### src/core/motor_cmd_defines.svh
// Command codes, frame layout figures and timing counts for the motor command link
`ifndef MOTOR_CMD_DEFINES_SVH
`define MOTOR_CMD_DEFINES_SVH
// Command codes, seven bits wide
`define POSITION_QUERY_CMD     7'h00
`define FULL_DIAG_QUERY_CMD    7'h01
`define FUSE_READBACK_CMD      7'h02
`define BRIEF_DIAG_QUERY_CMD   7'h03
`define SAFE_PARK_CMD          7'h04
`define IMMEDIATE_HALT_CMD     7'h05
`define ZERO_ORIGIN_CMD        7'h06
`define RAM_RESTORE_CMD        7'h07
`define TWO_LEG_MOVE_CMD       7'h08
`define MOTION_CONFIG_CMD      7'h09
`define FUSE_PROGRAM_CMD       7'h10
`define ABSOLUTE_MOVE_CMD      7'h0b
`define COMPACT_MOVE_1_CMD     7'h0c
`define COMPACT_MOVE_2_CMD     7'h0d
`define COMPACT_MOVE_4_CMD     7'h0e
`define RAMPED_HALT_CMD        7'h0f
// Safe parking target width, reset value and the "skip parking" value
`define SAFE_PARK_WIDTH        11
`define SAFE_PARK_SKIP         11'h400
`define SAFE_PARK_DEFAULT      11'h400
// Type 5 direct identifier: bits 5 and 4 give the four-byte length
`define DIRECT_ID_LEN_BITS     2'b10
// Fixed identifier byte of the indirect read 6 answer
`define INDIRECT_RESP_ID       8'h7d
// Filler byte of unused response bytes
`define FILL_BYTE              8'hff
// Consecutive empty frame slots before the bus counts as lost
`define BUS_LOST_SLOTS         25000
// Frame slot: 1.30 s over 25000 slots is 52 us per slot
`define SLOT_TIME_NS           52000
`define CLK_PERIOD_NS          10
`define SLOT_CYCLES            (`SLOT_TIME_NS / `CLK_PERIOD_NS)
`endif

### src/core/motor_cmd_pkg.sv
// Types shared by both ends of the motor command link
package motor_cmd_pkg;
  // Frame types as numbered on the bus; 0 marks no frame
  typedef enum logic [3:0] {
    FRAME_NONE = 4'h0,
    FRAME_WRITE1 = 4'h1,
    FRAME_WRITE2 = 4'h2,
    FRAME_WRITE3 = 4'h3,
    FRAME_WRITE4 = 4'h4,
    FRAME_READ5 = 4'h5,
    FRAME_READ6 = 4'h6,
    FRAME_PREP7 = 4'h7,
    FRAME_PREP8 = 4'h8,
    FRAME_SLEEP = 4'h9
  } frame_kind_type;
  // Operating states of the node, one-hot
  typedef enum logic [3:0] {
    ST_SHUTDOWN = 4'b0001,
    ST_RUN = 4'b0010,
    ST_PARK = 4'b0100,
    ST_SLEEP = 4'b1000
  } node_state_type;
endpackage

### src/core/motor_cmd_if.sv
// Frame-level link between the bus master end and the motor node end
interface motor_cmd_if;
  import motor_cmd_pkg::*;
  logic slot;                   // One-cycle pulse per frame slot
  logic frame_valid;            // Frame present in this slot
  frame_kind_type frame_kind;   // Frame type
  logic [6:0] cmd;              // Command code
  logic broad;                  // Broadcast bit, active at 0
  logic [6:0] addr;             // Node address
  logic [5:0] ident;            // Identifier bits of a direct-ID read
  logic [31:0] data;            // Payload bytes, first byte in [31:24]
  logic resp_valid;             // Node answer pulse
  logic [7:0] resp_ident;       // Identifier byte of the answer
  logic [31:0] resp_data;       // Four answer data bytes, first in [31:24]
  modport master (output slot, frame_valid, frame_kind, cmd, broad, addr, ident, data,
                  input resp_valid, resp_ident, resp_data);
  modport node (input slot, frame_valid, frame_kind, cmd, broad, addr, ident, data,
                output resp_valid, resp_ident, resp_data);
endinterface

### src/core/motor_node_end.sv
// Motor node end: command decoder, position answer and bus-lost handling
`include "motor_cmd_defines.svh"
module motor_node_end #(
  parameter int LOST_SLOTS = `BUS_LOST_SLOTS
) (
  input wire logic CLK,
  input wire logic RESET_N,
  motor_cmd_if.node LINK,
  input wire logic [6:0] NODE_ADDR,
  input wire logic ADDR_PIN_FLOAT,
  input wire logic [15:0] CURRENT_LOCATION,
  input wire logic [7:0] STATUS_FLAGS,
  input wire logic MOTION_SWITCH_STATE,
  input wire logic MOTION_DONE,
  output logic COILS_ENABLE,
  output motor_cmd_pkg::node_state_type NODE_STATE,
  output logic IMMEDIATE_HALT,
  output logic RAMPED_HALT,
  output logic ZERO_ORIGIN,
  output logic RAM_RESTORE,
  output logic MOVE_START,
  output logic [15:0] MOVE_TARGET,
  output logic TWO_LEG_MOVE,
  output logic MOTION_CONFIG,
  output logic FUSE_PROGRAM,
  output logic COMPACT_MOVE,
  output logic [1:0] COMPACT_COUNT,
  output logic [31:0] CMD_DATA,
  output logic [10:0] SAFE_PARK_TARGET,
  output logic BUS_LOST
);
  import motor_cmd_pkg::*;

  // Elaboration check: the slot counter is sixteen bits wide
  if (LOST_SLOTS < 2 || LOST_SLOTS > 65535) begin : gen_bad_lost
    $error("LOST_SLOTS out of range");
  end

  // Address decode: broadcast at 0 or exact address match
  function automatic logic for_me(input logic broad, input logic [6:0] a, input logic [6:0] mine);
    for_me = !broad || (a == mine);
  endfunction

  logic float_meta;              // Synchroniser first stage
  logic float_sync;              // Synchronised floating-address level
  logic [15:0] empty_slots;      // Consecutive slots with no frame
  logic slots_lost;              // Empty-slot limit reached
  logic lost;                    // Combined lost condition
  logic hit;                     // Frame addressed to this node
  logic pending;                 // A prepared read waits for its read 6
  logic [6:0] pending_cmd;       // Code of the prepared read
  logic [7:0] quick_status;      // Brief status byte
  node_state_type state;         // Operating state

  assign hit = LINK.frame_valid && for_me(LINK.broad, LINK.addr, NODE_ADDR);
  assign lost = slots_lost || float_sync;
  // Same byte in the position answer and the brief status answer
  assign quick_status = STATUS_FLAGS;

  // Two-flop synchroniser for the address pin
  always_ff @(posedge CLK or negedge RESET_N) begin
    if (!RESET_N) begin
      float_meta <= 1'b0;
      float_sync <= 1'b0;
    end else begin
      float_meta <= ADDR_PIN_FLOAT;
      float_sync <= float_meta;
    end
  end

  // Empty-slot counter; any frame restarts it
  always_ff @(posedge CLK or negedge RESET_N) begin
    if (!RESET_N) begin
      empty_slots <= 16'h0000;
      slots_lost <= 1'b0;
    end else if (LINK.slot) begin
      if (LINK.frame_valid) begin
        empty_slots <= 16'h0000;
        slots_lost <= 1'b0;
      end else if (empty_slots == 16'(LOST_SLOTS - 1)) begin
        slots_lost <= 1'b1;
      end else begin
        empty_slots <= empty_slots + 16'h0001;
      end
    end
  end

  // Node state: shutdown until full status; on loss park then sleep, or sleep at once if parking is skipped
  always_ff @(posedge CLK or negedge RESET_N) begin
    if (!RESET_N) begin
      state <= ST_SHUTDOWN;
    end else begin
      unique case (state)
        ST_SHUTDOWN: begin
          // Only a full status query wakes the node; loss keeps it here
          if (!lost && hit && (LINK.frame_kind == FRAME_PREP7 || LINK.frame_kind == FRAME_PREP8)
              && LINK.cmd == `FULL_DIAG_QUERY_CMD) begin
            state <= ST_RUN;
          end
        end
        ST_RUN: begin
          if (lost) begin
            state <= (SAFE_PARK_TARGET == `SAFE_PARK_SKIP) ? ST_SLEEP : ST_PARK;
          end else if (hit && LINK.frame_kind == FRAME_SLEEP) begin
            state <= ST_SLEEP;
          end
        end
        ST_PARK: begin
          if (MOTION_DONE) begin
            state <= ST_SLEEP;
          end
        end
        ST_SLEEP: begin
          state <= ST_SLEEP;
        end
        default: begin
          state <= ST_SHUTDOWN;
        end
      endcase
    end
  end

  // Mirrors of state and of the lost condition to the motor side
  always_ff @(posedge CLK or negedge RESET_N) begin
    if (!RESET_N) begin
      NODE_STATE <= ST_SHUTDOWN;
      COILS_ENABLE <= 1'b0;
      BUS_LOST <= 1'b0;
    end else begin
      NODE_STATE <= state;
      COILS_ENABLE <= (state == ST_RUN) || (state == ST_PARK);
      BUS_LOST <= lost;
    end
  end

  // Write command decode into one-cycle strobes
  always_ff @(posedge CLK or negedge RESET_N) begin
    if (!RESET_N) begin
      IMMEDIATE_HALT <= 1'b0;
      RAMPED_HALT <= 1'b0;
      ZERO_ORIGIN <= 1'b0;
      RAM_RESTORE <= 1'b0;
      MOVE_START <= 1'b0;
      MOVE_TARGET <= 16'h0000;
      TWO_LEG_MOVE <= 1'b0;
      MOTION_CONFIG <= 1'b0;
      FUSE_PROGRAM <= 1'b0;
      COMPACT_MOVE <= 1'b0;
      COMPACT_COUNT <= 2'h0;
      CMD_DATA <= 32'h0000_0000;
      SAFE_PARK_TARGET <= `SAFE_PARK_DEFAULT;
    end else begin
      IMMEDIATE_HALT <= 1'b0;
      RAMPED_HALT <= 1'b0;
      ZERO_ORIGIN <= 1'b0;
      RAM_RESTORE <= 1'b0;
      MOVE_START <= 1'b0;
      TWO_LEG_MOVE <= 1'b0;
      MOTION_CONFIG <= 1'b0;
      FUSE_PROGRAM <= 1'b0;
      COMPACT_MOVE <= 1'b0;
      if (state == ST_RUN && lost && SAFE_PARK_TARGET != `SAFE_PARK_SKIP) begin
        // Autonomous absolute move to the sign-extended park target
        MOVE_START <= 1'b1;
        MOVE_TARGET <= {{5{SAFE_PARK_TARGET[10]}}, SAFE_PARK_TARGET};
      end else if (state == ST_RUN && hit) begin
        // Frame kind arrives already resolved from its dynamic identifier
        CMD_DATA <= LINK.data;
        unique case (LINK.frame_kind)
          FRAME_WRITE1: begin
            case (LINK.cmd)
              `IMMEDIATE_HALT_CMD: IMMEDIATE_HALT <= 1'b1;
              `RAMPED_HALT_CMD: RAMPED_HALT <= 1'b1;
              `ZERO_ORIGIN_CMD: ZERO_ORIGIN <= 1'b1;
              `RAM_RESTORE_CMD: begin
                RAM_RESTORE <= 1'b1;
                SAFE_PARK_TARGET <= `SAFE_PARK_DEFAULT;
              end
              `SAFE_PARK_CMD: begin
                MOVE_START <= 1'b1;
                MOVE_TARGET <= {{5{SAFE_PARK_TARGET[10]}}, SAFE_PARK_TARGET};
              end
              `ABSOLUTE_MOVE_CMD: begin
                MOVE_START <= 1'b1;
                MOVE_TARGET <= LINK.data[31:16];
              end
              default: ;
            endcase
          end
          FRAME_WRITE2: begin
            // Compact targets, half-step only; motor side applies them
            if (LINK.cmd >= `COMPACT_MOVE_1_CMD && LINK.cmd <= `COMPACT_MOVE_4_CMD) begin
              COMPACT_MOVE <= 1'b1;
              COMPACT_COUNT <= 2'(LINK.cmd - `COMPACT_MOVE_1_CMD);
            end
          end
          FRAME_WRITE3, FRAME_WRITE4: begin
            if (LINK.cmd == `ABSOLUTE_MOVE_CMD) begin
              MOVE_START <= 1'b1;
              MOVE_TARGET <= LINK.data[31:16];
            end else if (LINK.frame_kind == FRAME_WRITE4) begin
              case (LINK.cmd)
                `TWO_LEG_MOVE_CMD: TWO_LEG_MOVE <= 1'b1;
                `MOTION_CONFIG_CMD: begin
                  MOTION_CONFIG <= 1'b1;
                  SAFE_PARK_TARGET <= LINK.data[10:0];
                end
                `FUSE_PROGRAM_CMD: FUSE_PROGRAM <= 1'b1;
                default: ;
              endcase
            end
          end
          default: ;
        endcase
      end
    end
  end

  // Prepared reads: code held until the read 6 that fetches it
  always_ff @(posedge CLK or negedge RESET_N) begin
    if (!RESET_N) begin
      pending <= 1'b0;
      pending_cmd <= 7'h00;
    end else if (LINK.frame_valid && (LINK.frame_kind == FRAME_PREP7 || LINK.frame_kind == FRAME_PREP8)) begin
      pending <= hit && LINK.cmd <= `FUSE_READBACK_CMD;
      pending_cmd <= LINK.cmd;
    end else if (LINK.frame_valid && LINK.frame_kind == FRAME_READ6) begin
      pending <= 1'b0;
    end
  end

  // Answers; reading never touches the status flags
  always_ff @(posedge CLK or negedge RESET_N) begin
    if (!RESET_N) begin
      LINK.resp_valid <= 1'b0;
      LINK.resp_ident <= 8'h00;
      LINK.resp_data <= 32'h0000_0000;
    end else begin
      LINK.resp_valid <= 1'b0;
      if (state != ST_SLEEP && LINK.frame_valid && LINK.frame_kind == FRAME_READ5 && LINK.addr == NODE_ADDR
          && (LINK.cmd == `POSITION_QUERY_CMD || LINK.cmd == `BRIEF_DIAG_QUERY_CMD)) begin
        LINK.resp_valid <= 1'b1;
        LINK.resp_ident <= {~^{LINK.ident[3:0]}, ^{LINK.ident[5], LINK.ident[3:0]},
                            `DIRECT_ID_LEN_BITS, LINK.ident[3:0]};
        if (LINK.cmd == `POSITION_QUERY_CMD) begin
          LINK.resp_data <= {MOTION_SWITCH_STATE, NODE_ADDR, CURRENT_LOCATION, quick_status};
        end else begin
          LINK.resp_data <= {MOTION_SWITCH_STATE, NODE_ADDR, quick_status, `FILL_BYTE, `FILL_BYTE};
        end
      end else if (LINK.frame_valid && LINK.frame_kind == FRAME_READ6 && pending) begin
        LINK.resp_valid <= 1'b1;
        LINK.resp_ident <= `INDIRECT_RESP_ID;
        LINK.resp_data <= {MOTION_SWITCH_STATE, NODE_ADDR, CURRENT_LOCATION, quick_status};
      end
    end
  end
endmodule

### src/flat_wrapper.sv
// flat-port wrapper written by rule: the top's interface ports become plain ports
module motor_node_end_flat import motor_cmd_pkg::*;
#(
  parameter int LOST_SLOTS = `BUS_LOST_SLOTS
)
  (CLK, RESET_N, NODE_ADDR, ADDR_PIN_FLOAT, CURRENT_LOCATION, STATUS_FLAGS, MOTION_SWITCH_STATE, MOTION_DONE, COILS_ENABLE, NODE_STATE, IMMEDIATE_HALT, RAMPED_HALT, ZERO_ORIGIN, RAM_RESTORE, MOVE_START, MOVE_TARGET, TWO_LEG_MOVE, MOTION_CONFIG, FUSE_PROGRAM, COMPACT_MOVE, COMPACT_COUNT, CMD_DATA, SAFE_PARK_TARGET, BUS_LOST, LINK_slot, LINK_frame_valid, LINK_frame_kind, LINK_cmd, LINK_broad, LINK_addr, LINK_ident, LINK_data, LINK_resp_valid, LINK_resp_ident, LINK_resp_data);
  motor_cmd_if LINK_i ();
  input wire logic CLK;
  input wire logic RESET_N;
  input wire logic [6:0] NODE_ADDR;
  input wire logic ADDR_PIN_FLOAT;
  input wire logic [15:0] CURRENT_LOCATION;
  input wire logic [7:0] STATUS_FLAGS;
  input wire logic MOTION_SWITCH_STATE;
  input wire logic MOTION_DONE;
  output logic COILS_ENABLE;
  output motor_cmd_pkg::node_state_type NODE_STATE;
  output logic IMMEDIATE_HALT;
  output logic RAMPED_HALT;
  output logic ZERO_ORIGIN;
  output logic RAM_RESTORE;
  output logic MOVE_START;
  output logic [15:0] MOVE_TARGET;
  output logic TWO_LEG_MOVE;
  output logic MOTION_CONFIG;
  output logic FUSE_PROGRAM;
  output logic COMPACT_MOVE;
  output logic [1:0] COMPACT_COUNT;
  output logic [31:0] CMD_DATA;
  output logic [10:0] SAFE_PARK_TARGET;
  output logic BUS_LOST;
  input wire logic [$bits(LINK_i.slot)-1:0] LINK_slot;
  input wire logic [$bits(LINK_i.frame_valid)-1:0] LINK_frame_valid;
  input wire logic [$bits(LINK_i.frame_kind)-1:0] LINK_frame_kind;
  input wire logic [$bits(LINK_i.cmd)-1:0] LINK_cmd;
  input wire logic [$bits(LINK_i.broad)-1:0] LINK_broad;
  input wire logic [$bits(LINK_i.addr)-1:0] LINK_addr;
  input wire logic [$bits(LINK_i.ident)-1:0] LINK_ident;
  input wire logic [$bits(LINK_i.data)-1:0] LINK_data;
  output wire logic [$bits(LINK_i.resp_valid)-1:0] LINK_resp_valid;
  output wire logic [$bits(LINK_i.resp_ident)-1:0] LINK_resp_ident;
  output wire logic [$bits(LINK_i.resp_data)-1:0] LINK_resp_data;
  assign LINK_i.slot = LINK_slot;
  assign LINK_i.frame_valid = LINK_frame_valid;
  assign LINK_i.frame_kind = LINK_frame_kind;
  assign LINK_i.cmd = LINK_cmd;
  assign LINK_i.broad = LINK_broad;
  assign LINK_i.addr = LINK_addr;
  assign LINK_i.ident = LINK_ident;
  assign LINK_i.data = LINK_data;
  assign LINK_resp_valid = LINK_i.resp_valid;
  assign LINK_resp_ident = LINK_i.resp_ident;
  assign LINK_resp_data = LINK_i.resp_data;
  motor_node_end #(.LOST_SLOTS(LOST_SLOTS)) u_core (.CLK(CLK), .RESET_N(RESET_N), .LINK(LINK_i), .NODE_ADDR(NODE_ADDR), .ADDR_PIN_FLOAT(ADDR_PIN_FLOAT), .CURRENT_LOCATION(CURRENT_LOCATION), .STATUS_FLAGS(STATUS_FLAGS), .MOTION_SWITCH_STATE(MOTION_SWITCH_STATE), .MOTION_DONE(MOTION_DONE), .COILS_ENABLE(COILS_ENABLE), .NODE_STATE(NODE_STATE), .IMMEDIATE_HALT(IMMEDIATE_HALT), .RAMPED_HALT(RAMPED_HALT), .ZERO_ORIGIN(ZERO_ORIGIN), .RAM_RESTORE(RAM_RESTORE), .MOVE_START(MOVE_START), .MOVE_TARGET(MOVE_TARGET), .TWO_LEG_MOVE(TWO_LEG_MOVE), .MOTION_CONFIG(MOTION_CONFIG), .FUSE_PROGRAM(FUSE_PROGRAM), .COMPACT_MOVE(COMPACT_MOVE), .COMPACT_COUNT(COMPACT_COUNT), .CMD_DATA(CMD_DATA), .SAFE_PARK_TARGET(SAFE_PARK_TARGET), .BUS_LOST(BUS_LOST));
endmodule
### config.mk
export PLATFORM = sky130hd
export DESIGN_NAME = motor_node_end_flat
export DESIGN_NICKNAME = d
export VERILOG_FILES = /design/src/core/motor_cmd_pkg.sv /design/src/core/motor_cmd_if.sv /design/src/core/motor_node_end.sv /design/src/flat_wrapper.sv
export VERILOG_INCLUDE_DIRS = /design/src /design/src/core
export SDC_FILE = /design/constraint.sdc
export NUM_CORES = 1
export LEC_CHECK = 0
export ABC_AREA = 1
export BUFFER_PORTS_ARGS = -buffer_cell sky130_fd_sc_hd__clkbuf_2
export CORE_MARGIN = 4
export CORE_UTILIZATION = 50
export CTS_BUF_LIST = sky130_fd_sc_hd__clkbuf_4 sky130_fd_sc_hd__clkbuf_8
export DETAILED_ROUTE_END_ITERATION = 12
export HOLD_SLACK_MARGIN = 0.1
export PLACE_DENSITY = 0.83
export SYNTH_ARGS = -nofsm -noshare
export SYNTH_HDL_FRONTEND = slang
export SYNTH_SLANG_ARGS = --single-unit
### constraint.sdc
create_clock -name CLK -period 2.3 [get_ports CLK]
set_input_delay 0.115 -clock CLK [delete_from_list [all_inputs] [get_ports CLK]]
set_output_delay 0.115 -clock CLK [all_outputs]
set_load 0.01 [all_outputs]
; ---- Yosys cells after proc, flatten, opt, wreduce, memory -nomap -nowiden
; Index checks and enable logic that the tools add are counted.
[word_totals]
inputBits = 95
elab_cells = 184
regBits = 141
output_inout_bits = 117
[op_classes]
n_mux = 72
n_reduce_logical = 42
n_bitwise = 1
n_eq_ne = 39
n_lt_le_gt_ge = 3
n_addsub = 2
[ops]
columns = operator, n
row1 = two-way mux 16 bit, 5
row2 = two-way mux 32 bit, 2
row3 = case mux 16 bit (2 select lines), 2
row4 = two-way mux 1 bit, 48
row5 = two-way mux 11 bit, 4
row6 = "equality test 7 x 3 -> 1 bit, second input constant", 4
row7 = "equality test 7 x 4 -> 1 bit, second input constant", 4
row8 = two-way mux 24 bit, 1
row9 = case mux 11 bit (2 select lines), 1
row10 = "equality test 4 x 3 -> 1 bit, second input constant", 5
row11 = two-way mux 4 bit, 5
row12 = logical AND 1 bit, 17
row13 = "adder 16 x 1 -> 16 bit, second input constant", 1
row14 = "equality test 16 x 15 -> 1 bit, second input constant", 1
row15 = two-way mux 8 bit, 2
row16 = case mux 4 bit (4 select lines), 1
row17 = "equality test 4 x 2 -> 1 bit, second input constant", 3
row18 = "equality test 4 bit, second input constant", 3
row19 = "equality test 11 bit, second input constant", 1
row20 = "!= test 11 bit, second input constant", 1
row21 = nonzero test 2 bit, 5
row22 = "equality test 4 x 1 -> 1 bit, second input constant", 2
row23 = "!= test 2 x 1 -> 1 bit, second input constant", 4
row24 = AND reduction 4 bit, 2
row25 = other kinds (24), 35

; ---- Longest topological paths before layout
; Gate-level depths: netlist (run 1).
[depth]
depth_word = 8
ltp_mapped = 14
depth_no_buf = 12

; ---- Worst setup path before layout (run 1)
; Ideal clock, no wire load.
[synth_timing]
path_kind = reg-to-reg
start = register u_core.state[0]
end = register u_core.LINK.resp_data[20]
path_stages_with_launch = 11
setup_time_ns = 0.124
required_ns = 2.176
t_arrival_ns = 1.546
n_path_buf = 1
synth_period_minus_slack_ns = 1.670
setup_slack_ns = 0.630
path_cell_list = dfstp_2 -> nor2_1 -> nand3_1 -> nand2_2 -> nor3_4 -> nand2_4 -> nor2_8 -> inv_2 -> buf_6 -> nand3_1 -> nand3_1
[synth_via]
elab_chain_cells = 6
elab_cells_between_ends = 7
cone_classes = eq/ne: 1 / mux: 1 / reduce/logical: 5
[synth_lines]
columns = element, line
row1 = "start, declared", motor_node_end.sv:53  ; node_state_type state;
row2 = "start signal, assigned", motor_node_end.sv:103  ; state <= (SAFE_PARK_TARGET == `SAFE_PARK_SKIP) ? ST_SLEEP : ST_PARK;
row3 = != test 4 bit *, motor_node_end.sv:240  ; if (state != ST_SLEEP && LINK.frame_valid && LINK.frame_kind == FRAME_READ5 && LINK.addr == NODE_ADDR
row4 = logical AND 1 bit * (4 in series), motor_node_end.sv:240
row5 = two-way mux 32 bit or nonzero test 2 bit (tied branches), -
row6 = "end signal, assigned", motor_node_end.sv:246  ; LINK.resp_data <= {MOTION_SWITCH_STATE, NODE_ADDR, CURRENT_LOCATION, quick_status};
row7 = "end signal, assigned", motor_node_end.sv:248  ; LINK.resp_data <= {MOTION_SWITCH_STATE, NODE_ADDR, quick_status, `FILL_BYTE, `FILL_BYTE};
row8 = "end signal, assigned", motor_node_end.sv:253  ; LINK.resp_data <= {MOTION_SWITCH_STATE, NODE_ADDR, CURRENT_LOCATION, quick_status};
row9 = "end, declared", motor_cmd_if.sv:18  ; output resp_valid, resp_ident, resp_data);
; Every way passes the cells marked *; elsewhere a longest branch is shown, timed or not.
; A chain may end at the register's enable or synchronous reset.

; ---- Worst setup path in the final report (run 1)
[layout_timing]
start = register u_core.SAFE_PARK_TARGET[7]
end = register u_core.FUSE_PROGRAM
[layout_via]
elab_chain_cells = 3
[layout_lines]
columns = element, line
row1 = "start, declared", motor_node_end.sv:29  ; output logic [10:0] SAFE_PARK_TARGET,
row2 = "start signal, assigned", motor_node_end.sv:151  ; SAFE_PARK_TARGET <= `SAFE_PARK_DEFAULT;
row3 = "start signal, assigned", motor_node_end.sv:177  ; SAFE_PARK_TARGET <= `SAFE_PARK_DEFAULT;
row4 = "start signal, assigned", motor_node_end.sv:206  ; SAFE_PARK_TARGET <= LINK.data[10:0];
row5 = != test 11 bit (no source line), -
row6 = logical AND 1 bit (no source line), -
row7 = two-way mux 1 bit, motor_node_end.sv:162  ; if (state == ST_RUN && lost && SAFE_PARK_TARGET != `SAFE_PARK_SKIP) begin
row8 = "end signal, assigned", motor_node_end.sv:147  ; FUSE_PROGRAM <= 1'b0;
row9 = "end signal, assigned", motor_node_end.sv:160  ; FUSE_PROGRAM <= 1'b0;
row10 = "end signal, assigned", motor_node_end.sv:208  ; `FUSE_PROGRAM_CMD: FUSE_PROGRAM <= 1'b1;
row11 = "end, declared", motor_node_end.sv:25  ; output logic FUSE_PROGRAM,
; No other way between the ends.

==> results of run 1 <==
area by class of cell:
class | count | area [µm²]
repair buffers | 310 | 2030
clock buffers | 22 | 290
multi-input cells | 547 | 2550
fillers | 949 | 3620
clock inverters | 10 | 185
inverters | 78 | 293
flip-flops and latches | 141 | 3530
well taps | 172 | 215
worst paths after layout:
check / start / end / slack [ps] / cells past startpoint
worst max-delay path: u_core.SAFE_PARK_TARGET[7]$_DFFE_PN0P_ / u_core.FUSE_PROGRAM$_DFF_PN0_ / 210 / 10
worst min-delay path: LINK_broad / u_core.pending$_DFFE_PN0P_ / 120 / 5
worst max register to register: u_core.SAFE_PARK_TARGET[7]$_DFFE_PN0P_ / u_core.FUSE_PROGRAM$_DFF_PN0_ / 210 / 10
worst min register to register: u_core.float_meta$_DFF_PN0_ / u_core.float_sync$_DFF_PN0_ / 360 / 0
max in group asynchronous: RESET_N / u_core.CMD_DATA[21]$_DFFE_PN0P_ / 1340 / 3
min in group asynchronous: RESET_N / u_core.ZERO_ORIGIN$_DFF_PN0_ / 240 / 2
per-stage QoR:
| stage | std cells | area [µm²] | hold WS [ps] | setup slack, ps | util [%] |
|---|---|---|---|---|---|
| after floorplan | 797 | 6550 | -181 | 630 | - |
| after global placement | 1163 | 7770 | 194 | 342 | 61.1 |
| after detailed placement | 1163 | 7770 | 202 | 272 | 61.1 |
| after CTS | 1280 | 9100 | 105 | 236 | 71.5 |
| after global routing | 1280 | 9100 | 150 | 24.8 | 71.5 |
| final | 1280 | 9100 | 123 | 214 | 71.5 |
logic make-up after synthesis:
family | after synthesis | synth area share (%)
AOI/OAI and AO/OA | 76 | 6.06
xor gates and xnor gates | 19 | 2.54
adders and majority gates | 1 | 0.191
buffers and inverters | 109 | 7.07
DFF | 141 | 54.0
and+or+nand+nor | 451 | 30.2
critical path, cell delays in order (launching register included):
cell           delay, ps
dfrtp_1              430
nor2_1               130
nand2_1               70
nor2_1                90
nand3_1              110
nand3_1              160
inv_1                 80
nor2_1               190
nand4_1              100
dlygate4sd3_1        570
nor2_1                80
registers in the layout, summed over array words and instances, names as in the netlist, 2 cells and up:
name / count
u_core.empty_slots: 16
u_core.SAFE_PARK_TARGET: 11
u_core.LINK.resp_data: 32
u_core.NODE_STATE: 4
u_core.state: 4
u_core.MOVE_TARGET: 16
u_core.CMD_DATA: 32
u_core.COMPACT_COUNT: 2
u_core.LINK.resp_ident: 8
routing by layer:
| layer | GRT usage [%] | vias up | routed length, µm |
|---|---|---|---|
| met5 | 0 | - | 0 |
| li1 | - | 3132 | - |
| met1 | 33.8 | 3069 | 7980 |
| met2 | 44.9 | 337 | 9640 |
| met3 | 5.99 | 85 | 1460 |
| met4 | 15.4 | 0 | 1030 |
power by group through the flow:
stage	combinational, µW	clock, µW	sequential (µW)
after floorplan	146	0	2580
after global placement	348	0	2570
after detailed placement	355	0	2570
after CTS	472	2360	2530
after global routing	532	2480	2530
final	481	2340	2530
placed cells by master (no fill, tap or decap), types with 2 or more instances in the layout:
master and instances:
nor2_1 45, clkbuf_4 2, clkinv_4 2, nor2_4 3
xor2_1 13, nand2_4 2, bufinv_16 5, o21ai_1 15
o22ai_1 4, nand4_1 4, nand3b_1 2, dlygate4sd3_1 85
nand2_2 4, o31ai_1 2, or2_2 2, nand2_1 266
a21oi_1 4, nand3_1 100, nor4_1 4, xnor2_1 6
inv_1 72, inv_2 6, nor3_1 13, clkbuf_8 20
nor3_4 2, dfstp_2 3, clkinv_2 2, dfrtp_1 138
clkbuf_2 209, o21ai_0 50, buf_4 14
what timing repair did:
item,4_1_cts,5_1_grt
hold buffers,85,0
setup endpoints to repair,0,1
gates resized for setup,0,1
endpoints found under the hold margin,193,0
==> out/metrics.cfg, run 1 <==
[status]
status = completed

[cells_and_area]
final_nets = 1191
areaGrowthSynthToFinish_pct = 39.1
layout-drive-gt1-share_pct = 25.5
antenna_cells = 0

[pwr]
design_power_total_uw = 5350
power_density_nw_per_um2 = 588
power_frac_seq_pct = 47.2
p_leak_uw = 0.00503
p_int_uw = 4130
clock_power_share_pct = 43.8
power_frac_comb_pct = 9.0
switching_share_pct = 22.8
p_sw_uw = 1220
ir_worst_vdd_mv = 0.367

[critical_path]
critPathKind = flip-flop to flip-flop
cp_max_fo = 4
worst_ep_required_time_ps = 2680
critPathLaunchType = flip-flop
critPathCaptureType = flip-flop
critPathArrivalTime_ps = 2470

[placement]
portBuffers = 210
dp.final_hpwl_um = 13200
gp_congestion = 0.921

[grt]
grt_pass1_vias = 6467
grt_usage_pct = 27.4
overflow = 0
grt_max_degree = 82
grt_antenna_before_repair = 0
grt_pass1_wl_um = 32000

[route]
vias = 6623
vias_per_cell = 5.17
drt-total-wl_um = 20100
drcViolationCount = 0
antenna_left = 0
first_iter_violations = 704
wl_per_cell_um = 15.7
firstDrtPassIters = 5

[clock_network]
cts_made_buffers = 17
cts_max_level = 4
clockBufferDepth = 2
clkTransAtPathRegs_ps = 90
cts_tree = done
cts_setup_buffers = 0
clock_sinks = 141
insertion_delay_ps = 460
cts_root_buf = clkbuf_8

[floorplanning]
die_width_um = 122
initial_utilization_pct = 51.4
core-area_um2 = 12700
die_y_um = 122
row_count = 41
fp.dieArea_um2 = 15000
io_pins = 212

[yosys]
synth_seq_cells = 141
netlist.top_cell.by_area = dfrtp_1
synth-edff-count = 0
ys_seq_area_share_pct = 54.0
yosysMostFrequentCell = nand2_1
synth.area.top_cells = dfrtp_1, nand2_1, nand3_1
synth_top_cells_by_count = nand2_1, dfrtp_1, nand3_1
yosysTopAreaCellShare_pct = 52.8
avgSynthCellArea_um2 = 8.21
synth_cell_types = 33
syn_area_um2 = 6550
synth-main-ff-cell = dfrtp_1
synth_nets = 893
async_flop_share_pct = 100
yosysWarnings = 0
syn_inst = 797

[timing]
tightest_slew_ps = 759
setup_viol = 0
setup_tns_ps = 0
fin_worst_skew_ps = 16.5
hold_viol = 0
max_slew_margin_pct = 49.4
fin_crit_ps = 2090
fmax_ghz = 0.479
finalCritPeriodShare_pct = 90.7
report.final.slew_viol_count = 0
rsz0062_at_grt = false

[min_path]
min_path_type = input pin to flip-flop

[flow_run]
max_cap_violations = 0

(Power assumes the default switching activity.)
==> run 2: changes to the inputs <==
--- a/config.mk
+++ b/config.mk
@@ -8,6 +8,7 @@
 export LEC_CHECK = 0
 export ABC_AREA = 1
 export BUFFER_PORTS_ARGS = -buffer_cell sky130_fd_sc_hd__clkbuf_2
+export CORE_ASPECT_RATIO = 0.9
 export CORE_MARGIN = 4
 export CORE_UTILIZATION = 50
 export CTS_BUF_LIST = sky130_fd_sc_hd__clkbuf_4 sky130_fd_sc_hd__clkbuf_8
==> out/metrics.cfg, run 2 (synthesis gave the netlist of run 1 again) <==
[status]
status = completed

[grt]
overflow = 0  ; unchanged
use_met2_pct = 42.5  ; -2.4 points
grt_max_degree = 62  ; -24%
grt_pass1_vias = 6399  ; -1.1%
grtUsageMet3_pct = 6.72  ; +0.73 points
grt_usage_pct = 26.8  ; -0.61 points
grt_use_met1_pct = 34.4  ; +0.58 points
top_usage_layer = met2
grt_pass1_wl_um = 31500  ; -1.8%
grt_antenna_before_repair = 1  ; +1

[floorplanning]
die_y_um = 117  ; -4.8%
row_count = 39  ; -4.9%
core-area_um2 = 12700  ; +0.11%
io_pins = 212  ; unchanged
initial_utilization_pct = 51.4  ; -0.056 points
fp.dieArea_um2 = 15000  ; about the same
die_width_um = 129  ; +5.1%

[pwr]
power_density_nw_per_um2 = 544  ; -7.5%
ir_worst_vdd_mv = 0.657  ; +79%
p_leak_uw = 0.00498  ; -0.93%

[clock_network]
cts_setup_buffers = 0  ; unchanged
cts_root_buf = clkbuf_8
post_cts_resized = 0  ; unchanged
cts_hold_buf = 86  ; +1.2%
clockBufferDepth = 2  ; unchanged
cts_made_buffers = 17  ; unchanged
insertion_delay_ps = 450  ; about the same
clkTransAtPathRegs_ps = 80  ; about the same
cts_max_level = 4  ; unchanged
clock_sinks = 141  ; unchanged
cts_tree = done

[timing]
tightest_slew_ps = 691  ; -68.4 ps
worst_slack_ps = 247  ; +33.1 ps
setup_viol = 0  ; unchanged
fin_worst_skew_ps = 10.6  ; -5.87 ps
hold_viol = 0  ; unchanged
report.final.slew_viol_count = 0  ; unchanged
rsz0062_at_grt = false
fin_crit_ps = 2050  ; -33.1 ps
whs_ps = 189  ; +66.7 ps
finalCritPeriodShare_pct = 89.3  ; -1.4 points
max_slew_margin_pct = 53.9  ; +4.5 points
setup_tns_ps = 0  ; unchanged
fmax_ghz = 0.487  ; +1.6%

[route]
drcViolationCount = 0  ; unchanged
wl_per_cell_um = 15.7  ; -0.19%
vias = 6471  ; -2.3%
drt-total-wl_um = 19900  ; -0.81%
vias_per_cell = 5.09  ; -1.7%
antenna_left = 0  ; unchanged
firstDrtPassIters = 5  ; unchanged
first_iter_violations = 571  ; -19%

[critical_path]
critPathArrivalTime_ps = 2370  ; -100 ps
critical_path.max_stage_delay_ps = 560  ; about the same
r2r-start = u_core.state[0]$_DFFE_PN1P_
critPathKind = input pin to flip-flop
worst_ep_required_time_ps = 2610  ; -70 ps
critPathLaunchType = input pin
critPathCaptureType = flip-flop
path_cells = dlygate4sd3_1 -> clkbuf_2 -> xnor2_1 -> nand3_1 -> nor2_4 -> nor2_2 -> nor2_4 -> nand2_1 -> buf_4 -> nand2_1 -> o21ai_0
critPathSlowestCell = dlygate4sd3_1
startpoint = NODE_ADDR[0]
cp_max_fo = 48  ; +44

[cells_and_area]
final_cell_mix = nand2_1, clkbuf_2, dfrtp_1
areaGrowthSynthToFinish_pct = 37.3
reg_top3 = u_core.CMD_DATA: 32 flops, u_core.LINK.resp_data: 32 flops
final_nets = 1190  ; -0.084%
layout_commonest_cell = nand2_1
nFillCells = 951  ; +0.21%
layout-drive-gt1-share_pct = 25.3  ; -0.25 points
utilization_pct = 70.6  ; -0.98 points

[placement]
gp_congestion = 0.900  ; -2.4%
portBuffers = 210  ; unchanged
pre_cts_slack_ps = 295  ; +23.2 ps
dp.final_hpwl_um = 13000  ; -1.5%

[flow_run]
max_cap_violations = 0  ; unchanged

[min_path]
min_path_type = input pin to async pin

run 2: cell count changes in the layout (fill, tap and decap cells not counted):
| cell | change |
|---|---|
| clkbuf_4 | -1 |
| diode_2 | +1 |
| bufinv_16 | -4 |
| nand2_1 | +1 |
| clkinv_2 | +4 |
| nand2_2 | -1 |
| dlygate4sd3_1 | +1 |
| clkinvlp_4 | +1 |
| buf_4 | -2 |
run 2: worst paths after layout:
| path | to | depth (start not counted) | slack (ps) |
|---|---|---|---|
| worst max-delay path | u_core.CMD_DATA[18]$_DFFE_PN0P_ | 11 | 250 |
| worst min-delay path | u_core.empty_slots[7]$_DFFE_PN0P_ | 2 | 190 |
| worst max register to register | u_core.LINK.resp_data[8]$_DFFE_PN0P_ | 9 | 270 |
| worst min register to register | u_core.float_sync$_DFF_PN0_ | 0 | 360 |
| max in group asynchronous | u_core.LINK.resp_data[11]$_DFFE_PN0P_ | 3 | 1350 |
| min in group CLK | u_core.LINK.resp_ident[1]$_DFFE_PN0P_ | 6 | 230 |
run 2: cell type report:
cell class | count | area [µm²] | area share (%)
multi-input cells | 547 | 2550 | 28.4
diodes | 1 | 2.50 | 0.0278
well taps | 164 | 205 | 2.28
inverters | 78 | 293 | 3.26
clock inverters | 11 | 92.6 | 1.03
clock buffers | 21 | 283 | 3.15
flip-flops and latches | 141 | 3530 | 39.3
repair buffers | 309 | 2030 | 22.6
run 2: routing by layer:
metal	wire length (µm)	vias to the layer above
li1	-	3123
met1	8250	2981
met4	799	0
met3	1310	73
met2	9580	294
met5	0	-
run 2: power breakdown:
group | switching (µW) | total [µW] | internal [µW]
Sequential | 24.2 | 2530 | 2500
Combinational | 253 | 478 | 225
Clock | 936 | 1880 | 942
Total | 1210 | 4880 | 3670
run 2: metrics by stage:
stage	std cells	instance area [µm²]	total power [µW]
after global placement	1153	7750	2920
after floorplan	797	6550	2720
after CTS	1271	8980	4890
after detailed placement	1153	7750	2920
final	1272	8990	4880
after global routing	1272	8990	5080
run 2: critical path: cells and delay by family:
kind	cells	cell delay [ps]
buf+inv	3	980
simple gates	6	970
xor+xnor	1	170
compound gates	1	100
